==> src/pfc_pkg.sv <==
/*
  pfc_pkg: constants and carrier types for the pwm fault and cycle limit logic.
  assumes one 100 MHz pwm clock; the period counter runs in coarse 4 ns counts.
*/
package pfc_pkg;

    // counter geometry
    localparam int PFC_CNT_W      = 7;
    localparam int PFC_MAX_CYCLES = 128;
    localparam int PFC_PERIOD_W   = 14;
    localparam int PFC_LANES      = 4;

    // timing: clock period and coarse period-counter resolution
    localparam int PFC_CLK_NS     = 10;
    localparam int PFC_COARSE_NS  = 4;

    // reset values
    localparam logic [PFC_CNT_W-1:0]    PFC_CNT_RST = 7'h00;
    localparam logic [PFC_PERIOD_W-1:0] PFC_POS_RST = 14'h0000;
    localparam logic [PFC_LANES-1:0]    PFC_OFF     = 4'h0;

    // two blanking windows, each [start, end) in period-counter units
    typedef struct packed {
        logic [PFC_PERIOD_W-1:0] a_start;
        logic [PFC_PERIOD_W-1:0] a_end;
        logic [PFC_PERIOD_W-1:0] b_start;
        logic [PFC_PERIOD_W-1:0] b_end;
    } pfc_blank_type;

endpackage

==> src/pfc_fault_limit.sv <==
/*
  pfc_fault_limit: consecutive-cycle fault latching, per-cycle limit shutdown with
  blanking, position capture, and output gating after the edge generator.
  assumes cycle_start, period_count, pwm_raw, pwm_enable and burst_off come from
  pwm logic on clk; fault_raw and cycle_limit_signal come from comparators (async).
*/
// Behaviour
// latch off after count plus one faulted cycles
// each fault counter is seven bits
// maximum effective count is 128 cycles
// latched fault holds until disable then enable
// limit signal blanks rest of current cycle
// limit ignored inside blanking windows a, b
// limit signal also feeds counted latching fault
// blank mode set: blanking masks latching counter
// blank mode clear: latching counter sees raw
// fault or burst gates all four lines
// capture period count when limit acts
// captured position is in 4 ns counts
// fault-free cycle clears that fault counter
// disabling clears latches and counters
module pfc_fault_limit #(
    parameter int NF = 3
) (
    // clock and reset
    input  wire logic                                          clk,
    input  wire logic                                          rst,
    // pwm timing
    input  wire logic                                          pwm_enable,
    input  wire logic                                          cycle_start,
    input  wire logic [pfc_pkg::PFC_PERIOD_W-1:0]              period_count,
    input  wire logic [pfc_pkg::PFC_LANES-1:0]                 pwm_raw,
    input  wire logic                                          burst_off,
    // comparator inputs
    input  wire logic [NF-1:0]                                 fault_raw,
    input  wire logic                                          cycle_limit_signal,
    // configuration
    input  wire logic [NF-1:0][pfc_pkg::PFC_CNT_W-1:0]         fault_count_limit,
    input  wire logic [pfc_pkg::PFC_CNT_W-1:0]                 cycle_fault_limit,
    input  wire logic                                          cycle_fault_blank_mode,
    input  wire pfc_pkg::pfc_blank_type                        blank_cfg,
    // outputs
    output logic      [pfc_pkg::PFC_LANES-1:0]                 pwm_out,
    output logic      [NF:0]                                   fault_latched,
    output logic                                               cycle_limit_active,
    output logic      [pfc_pkg::PFC_PERIOD_W-1:0]              cycle_limit_position
);

    localparam int NE = NF + 1;

    typedef struct packed {
        logic [NF:0]                                 sync1;
        logic [NF:0]                                 sync2;
        logic [NE-1:0]                               seen;
        logic [NE-1:0][pfc_pkg::PFC_CNT_W-1:0]       cnt;
        logic [NE-1:0]                               latched;
        logic                                        cbc_off;
        logic [pfc_pkg::PFC_PERIOD_W-1:0]            pos;
        logic [pfc_pkg::PFC_LANES-1:0]               out;
    } pfc_state_type;

    pfc_state_type st_q;
    pfc_state_type st_d;

    logic                                  blank_now;
    logic                                  cbc_sync;
    logic                                  cbc_eff;
    logic [NE-1:0]                         src_now;
    logic [NE-1:0]                         seen_now;
    logic [NE-1:0][pfc_pkg::PFC_CNT_W-1:0] limit;
    logic                                  off_d;

    // limit input sits at the top of the synchroniser vector
    assign cbc_sync  = st_q.sync2[NF];
    assign blank_now = ((period_count >= blank_cfg.a_start) && (period_count < blank_cfg.a_end))
                    || ((period_count >= blank_cfg.b_start) && (period_count < blank_cfg.b_end));
    assign cbc_eff   = cbc_sync && !blank_now;

    // per-entry source: external faults, then the counted limit fault
    genvar gi;
    generate
        for (gi = 0; gi < NE; gi++)
        begin : g_src
            if (gi < NF)
            begin : g_pin
                assign src_now[gi] = st_q.sync2[gi];
                assign limit[gi]   = fault_count_limit[gi];
            end
            else
            begin : g_cbc
                // blanking only reaches the counted fault when asked
                assign src_now[gi] = cycle_fault_blank_mode ? cbc_eff : cbc_sync;
                assign limit[gi]   = cycle_fault_limit;
            end
            assign seen_now[gi] = st_q.seen[gi] || src_now[gi];
        end
    endgenerate

    always_comb
    begin
        st_d       = st_q;
        st_d.sync1 = {cycle_limit_signal, fault_raw};
        st_d.sync2 = st_q.sync1;
        if (!pwm_enable)
        begin
            // a later enable starts fault-free
            st_d.seen    = '0;
            st_d.cnt     = '0;
            st_d.latched = '0;
            st_d.cbc_off = 1'b0;
        end
        else
        begin
            for (int i = 0; i < NE; i++)
            begin
                if (cycle_start)
                begin
                    st_d.seen[i] = 1'b0;
                    if (!seen_now[i])
                    begin
                        st_d.cnt[i] = pfc_pkg::PFC_CNT_RST;
                    end
                    else if (st_q.cnt[i] == limit[i])
                    begin
                        // cnt holds prior faulted cycles, so limit 127 gives 128
                        st_d.latched[i] = 1'b1;
                    end
                    else
                    begin
                        st_d.cnt[i] = st_q.cnt[i] + 7'h01;
                    end
                end
                else
                begin
                    st_d.seen[i] = seen_now[i];
                end
            end
            // new limit event wins over the cycle-start release
            st_d.cbc_off = (st_q.cbc_off && !cycle_start) || cbc_eff;
            if (cbc_eff && !st_q.cbc_off)
            begin
                st_d.pos = period_count;
            end
        end
        // gating on next-state terms so the lines drop on the same edge
        off_d    = (|st_d.latched) || st_d.cbc_off || burst_off || !pwm_enable;
        st_d.out = off_d ? pfc_pkg::PFC_OFF : pwm_raw;
    end

    always_ff @(posedge clk or posedge rst)
    begin
        if (rst)
        begin
            st_q <= '0;
        end
        else
        begin
            st_q <= st_d;
        end
    end

    assign pwm_out              = st_q.out;
    assign fault_latched        = st_q.latched;
    assign cycle_limit_active   = st_q.cbc_off;
    assign cycle_limit_position = st_q.pos;

    // checks
    property p_latched_gates;
        @(posedge clk) disable iff (rst)
        (|st_q.latched) |-> (pwm_out == 4'h0);
    endproperty
    a_latched_gates: assert property (p_latched_gates)
        else $error("latched fault left a drive line on");

    property p_latch_holds;
        @(posedge clk) disable iff (rst)
        (st_q.latched[0] && pwm_enable) |=> st_q.latched[0];
    endproperty
    a_latch_holds: assert property (p_latch_holds)
        else $error("latched fault released while enabled");

    property p_disable_clears;
        @(posedge clk) disable iff (rst)
        !pwm_enable |=> (st_q.latched == '0) && (st_q.cnt == '0) && (pwm_out == 4'h0);
    endproperty
    a_disable_clears: assert property (p_disable_clears)
        else $error("disable did not clear fault state");

    property p_cbc_release;
        @(posedge clk) disable iff (rst)
        (st_q.cbc_off && cycle_start && !cbc_eff && pwm_enable) |=> !st_q.cbc_off;
    endproperty
    a_cbc_release: assert property (p_cbc_release)
        else $error("cycle limit did not release at cycle start");

    property p_blank_ignores;
        @(posedge clk) disable iff (rst)
        (!st_q.cbc_off && blank_now) |=> !st_q.cbc_off;
    endproperty
    a_blank_ignores: assert property (p_blank_ignores)
        else $error("cycle limit acted inside blanking");

    property p_pos_capture;
        @(posedge clk) disable iff (rst)
        (pwm_enable && cbc_eff && !st_q.cbc_off) |=> (cycle_limit_position == $past(period_count));
    endproperty
    a_pos_capture: assert property (p_pos_capture)
        else $error("position not captured on cycle limit");

    property p_clean_cycle_zero;
        @(posedge clk) disable iff (rst)
        (pwm_enable && cycle_start && !seen_now[0]) |=> (st_q.cnt[0] == 7'h00);
    endproperty
    a_clean_cycle_zero: assert property (p_clean_cycle_zero)
        else $error("fault-free cycle did not clear counter");

    property p_count_latch;
        @(posedge clk) disable iff (rst)
        (pwm_enable && cycle_start && seen_now[0] && (st_q.cnt[0] == limit[0]))
            |=> st_q.latched[0] ##0 (pwm_out == 4'h0);
    endproperty
    a_count_latch: assert property (p_count_latch)
        else $error("fault did not latch at count plus one");

    property p_no_early_latch;
        @(posedge clk) disable iff (rst)
        (pwm_enable && cycle_start && !st_q.latched[0] && (st_q.cnt[0] != limit[0]))
            |=> !st_q.latched[0];
    endproperty
    a_no_early_latch: assert property (p_no_early_latch)
        else $error("fault latched before count reached");

    property p_raw_counts;
        @(posedge clk) disable iff (rst)
        (!cycle_fault_blank_mode && cbc_sync && pwm_enable && !cycle_start) |=> st_q.seen[NF];
    endproperty
    a_raw_counts: assert property (p_raw_counts)
        else $error("unblanked limit not seen by counted fault");

    c_latch: cover property (@(posedge clk) disable iff (rst) $rose(st_q.latched[0]));
    c_cbc: cover property (@(posedge clk) disable iff (rst) $rose(st_q.cbc_off));
    c_cbc_latch: cover property (@(posedge clk) disable iff (rst) $rose(st_q.latched[NF]));
    c_burst: cover property (@(posedge clk) disable iff (rst) burst_off && pwm_raw != 4'h0);

endmodule // pfc_fault_limit

==> config.mk <==
export PLATFORM = sky130hd
export DESIGN_NAME = pfc_fault_limit
export DESIGN_NICKNAME = d
export VERILOG_FILES = /design/src/pfc_pkg.sv /design/src/pfc_fault_limit.sv
export SDC_FILE = /design/constraint.sdc
export NUM_CORES = 1
export LEC_CHECK = 0
export BUFFER_PORTS_ARGS = -buffer_cell sky130_fd_sc_hd__buf_4
export CAP_MARGIN = 10
export CORE_UTILIZATION = 57
export CTS_CLUSTER_DIAMETER = 50
export DETAILED_ROUTE_END_ITERATION = 8
export GPL_TIMING_DRIVEN = 0
export HOLD_SLACK_MARGIN = 0.12
export PLACE_DENSITY_LB_ADDON = 0.08
export SLEW_MARGIN = 20
export SYNTH_ARGS = -nofsm -noshare
export SYNTH_HDL_FRONTEND = slang
export SYNTH_SLANG_ARGS = --single-unit
==> constraint.sdc <==
create_clock -name clk -period 6.6 [get_ports clk]
set_input_delay 1.32 -clock clk [delete_from_list [all_inputs] [get_ports clk]]
set_output_delay 1.32 -clock clk [all_outputs]
set_load 0.02 [all_outputs]
==> run_results.csv <==
group,metric,value,unit
setup_path,endpoint_kind,"flip-flop",
synthesis,synth-edff-count,0,
clock_tree,postCtsSetupBuffers,0,
power_and_ir_drop,powerDensity,195,nW/um^2
global_route,grt_usage,26.2,%
clock_tree,holdBufCountCts,0,
clock_tree,clk_latency,340,ps
placed_design,place_hpwl,8300,um
synthesis,synthArstFlopShare,100,%
layout,utilization,76.4,%
layout,diodes,0,
sta,finalMaxSlewViolations,0,
sta,finalCritPeriodShare,54.4,%
routing,firstDrtPassIters,4,
routing,wirelength_met1,4420,um
global_route,antenna_found_initial,0,
layout,fillers,564,
layout,layout.nets,801,
layout,area_growth,29.5,%
sta,finalClockSkew,7.53,ps
placed_design,port_buffers,133,
clock_tree,cts_sinks,63,
clock_tree,clockBufferDepth,2,
synthesis,yosysWarnings,0,
clock_tree,clock-root-buffer,"clkbuf_8",
die,die_w,91.4,um
die,placeableCoreArea,7730,um^2
clock_tree,tritoncts,"done",
global_route,grt_max_degree,38,
placed_design,gp_congestion,0.873,
global_route,first_global_vias,3941,
die,ioPinCount,135,
layout,drive_gt1_share,29.8,%
sta,slew_headroom,53.5,%
placed_design,placed_area,5710,um^2
sta,finalHoldViolCount,0,
routing,wl_met2,5170,um
routing,wl_met3,536,um
global_route,grt_pass1_wl,17500,um
sta,fin_setup_tns,0,ps
clock_tree,cts_buffers,9,
routing,vias,3916,
synthesis,synthCells,486,
setup_path,critPathMaxFanout,10,
sta,finalSetupViolCount,0,
setup_path,worstPathArrival,3810,ps
routing,avgViaCountPerCell,5.31,
die,rows,32,
power_and_ir_drop,peakVddDrop,171,uV
routing,ant_nets,0,
synthesis,ys_seq_area_share,34.6,%
routing,wl_per_cell,14.0,um
sta,clock.fmax,278,MHz
sta,max_slew.worst_pin.slew,691,ps
run,maxCapViolCount,0,
synthesis,syn-cell-area,4560,um^2
synthesis,synth_cell_types,52,
setup_path,required,6820,ps
sta,period_needed,3590,ps
run_status,outcome,"finished, final reports clean",
setup_path,critical_path_class,"input pin to flip-flop",
worst_hold_path,hold_class,"flip-flop to flip-flop",
sta,whs,349,ps
synthesis,synth_flop_cell,"dfrtp_1",
global_route,overflow,0,
setup_path,start_kind,"input pin",
die,die-area,8360,um^2
routing,drtIter0Drc,84,
layout,stdcell_count,737,
synthesis,ys_seq_elements,63,
routing,top_layer,"met4",
layout,fin_area,5910,um^2
clock_tree,cts_resized,0,
synthesis,synthesis.nets,656,
power_and_ir_drop,p_leak,3.12,nW
die,initial_core_util,59.0,%
clock_tree,htree_levels,3,
synthesis,avgSynthCellArea,9.38,um^2
clock_tree,clk_pin_slew,70,ps
sta,rsz0062_at_grt,"no",
routing,drc_errors,0,
placed_design,dp.cells,722,
die,die_h,91.4,um
routing,wirelength,10300,um
==> layout make-up <==
type,count,area (um^2),share of cell area [%]
multi-input combinational,333,2550,43.3
clock inverter,3,42.5,0.720
inverter,62,235,3.98
sequential,63,1580,26.7
buffer,28,195,3.31
timing repair buffer,134,1020,17.2
tap,102,128,2.16
clock buffer,12,155,2.63
==> flip-flops by register name, indices dropped and copies added (netlist names) <==
name                  cells
cycle_limit_active        1
st_d                      4
fault_latched             4
st_q                     32
pwm_out                   4
cbc_sync                  1
cycle_limit_position     14
src_now                   3
==> synth_stat cells (all sizes together) (4+ instances only) <==
cell / number / share of area, %
dfrtp: 63 / 35
inv: 62 / 5.1
ha: 58 / 16
nand2: 31 / 2.6
a21oi: 28 / 3.2
nor2: 28 / 2.3
xor2: 27 / 5.2
buf: 23 / 3.9
o21ai: 22 / 2.5
nand4: 18 / 2.5
mux2: 15 / 3.7
nand3: 14 / 1.5
xnor2: 13 / 2.5
nor3: 9 / 0.99
a21o: 7 / 1.2
and2: 6 / 0.82
nand2b: 6 / 0.88
nor4: 6 / 1.2
clkbuf: 5 / 0.41
o21a: 4 / 0.66
o221ai: 4 / 0.77
==> cells in the final DEF, fill, tap and decap left out, types with 6 or more instances in the layout <==
cell type,count
o21ai_0,20
buf_4,155
nor3_1,9
and2_1,6
clkbuf_1,6
nand4_1,18
xnor2_1,13
ha_1,58
a21o_1,7
mux2_1,10
nand3_1,14
inv_1,61
nor2_1,28
nand2_1,31
clkbuf_8,11
dfrtp_1,63
a21oi_1,27
xor2_1,27
==> per-stage QoR <==
step           total power [mW]  setup WS [ps]
3_3_place_gp              0.813           2700
5_1_grt                    1.22           2810
4_1_cts                    1.16           3030
3_5_place_dp              0.829           2670
6_report                   1.15           3010
2_1_floorplan             0.676           3120
==> report_power, final <==
part           switching, mW  leakage (nW)  total (mW)  internal (mW)
Combinational          0.175          2.20       0.368          0.193
Clock                  0.141        0.0985       0.334          0.192
Sequential            0.0239         0.822       0.451          0.427
==> critical path, stage by stage <==
cell	delay (ps)
buf_4	140
ha_1	330
a21oi_1	140
nand2_1	70
a211oi_1	350
o41ai_2	170
a2111oi_4	550
nand2b_2	220
buf_6	200
mux2_1	320
==> path summary, 6_finish.rpt <==
path	from	end	slack, ps	cells past startpoint
max	period_count[4]	cycle_limit_position[5]$_DFFE_PP0P_	3010	10
min	st_d[56]$_DFF_PP0_	src_now[1]$_DFF_PP0_	350	0
max reg2reg	st_q[46]$_DFFE_PP0P_	st_q[50]$_DFFE_PP0P_	4050	8
min reg2reg	st_d[56]$_DFF_PP0_	src_now[1]$_DFF_PP0_	350	0
max in group asynchronous	rst	fault_latched[3]$_DFF_PP0_	5130	3
min in group asynchronous	rst	cycle_limit_position[8]$_DFFE_PP0P_	970	2
==> layer usage <==
metal	global-route usage, %	vias to the layer above
li1	-	1956
met1	32.3	1825
met2	46.1	119
met3	4.02	16
met4	9.39	0
met5	0	-
==> cells by family after synthesis <==
kind of cell | share of synthesized area (%)
compound gates | 13.7
fa+ha+maj | 15.9
xor+xnor | 7.68
flops | 34.6
mux | 3.92
simple gates | 14.8
buf+inv | 9.39
(Power assumes the default switching activity.)
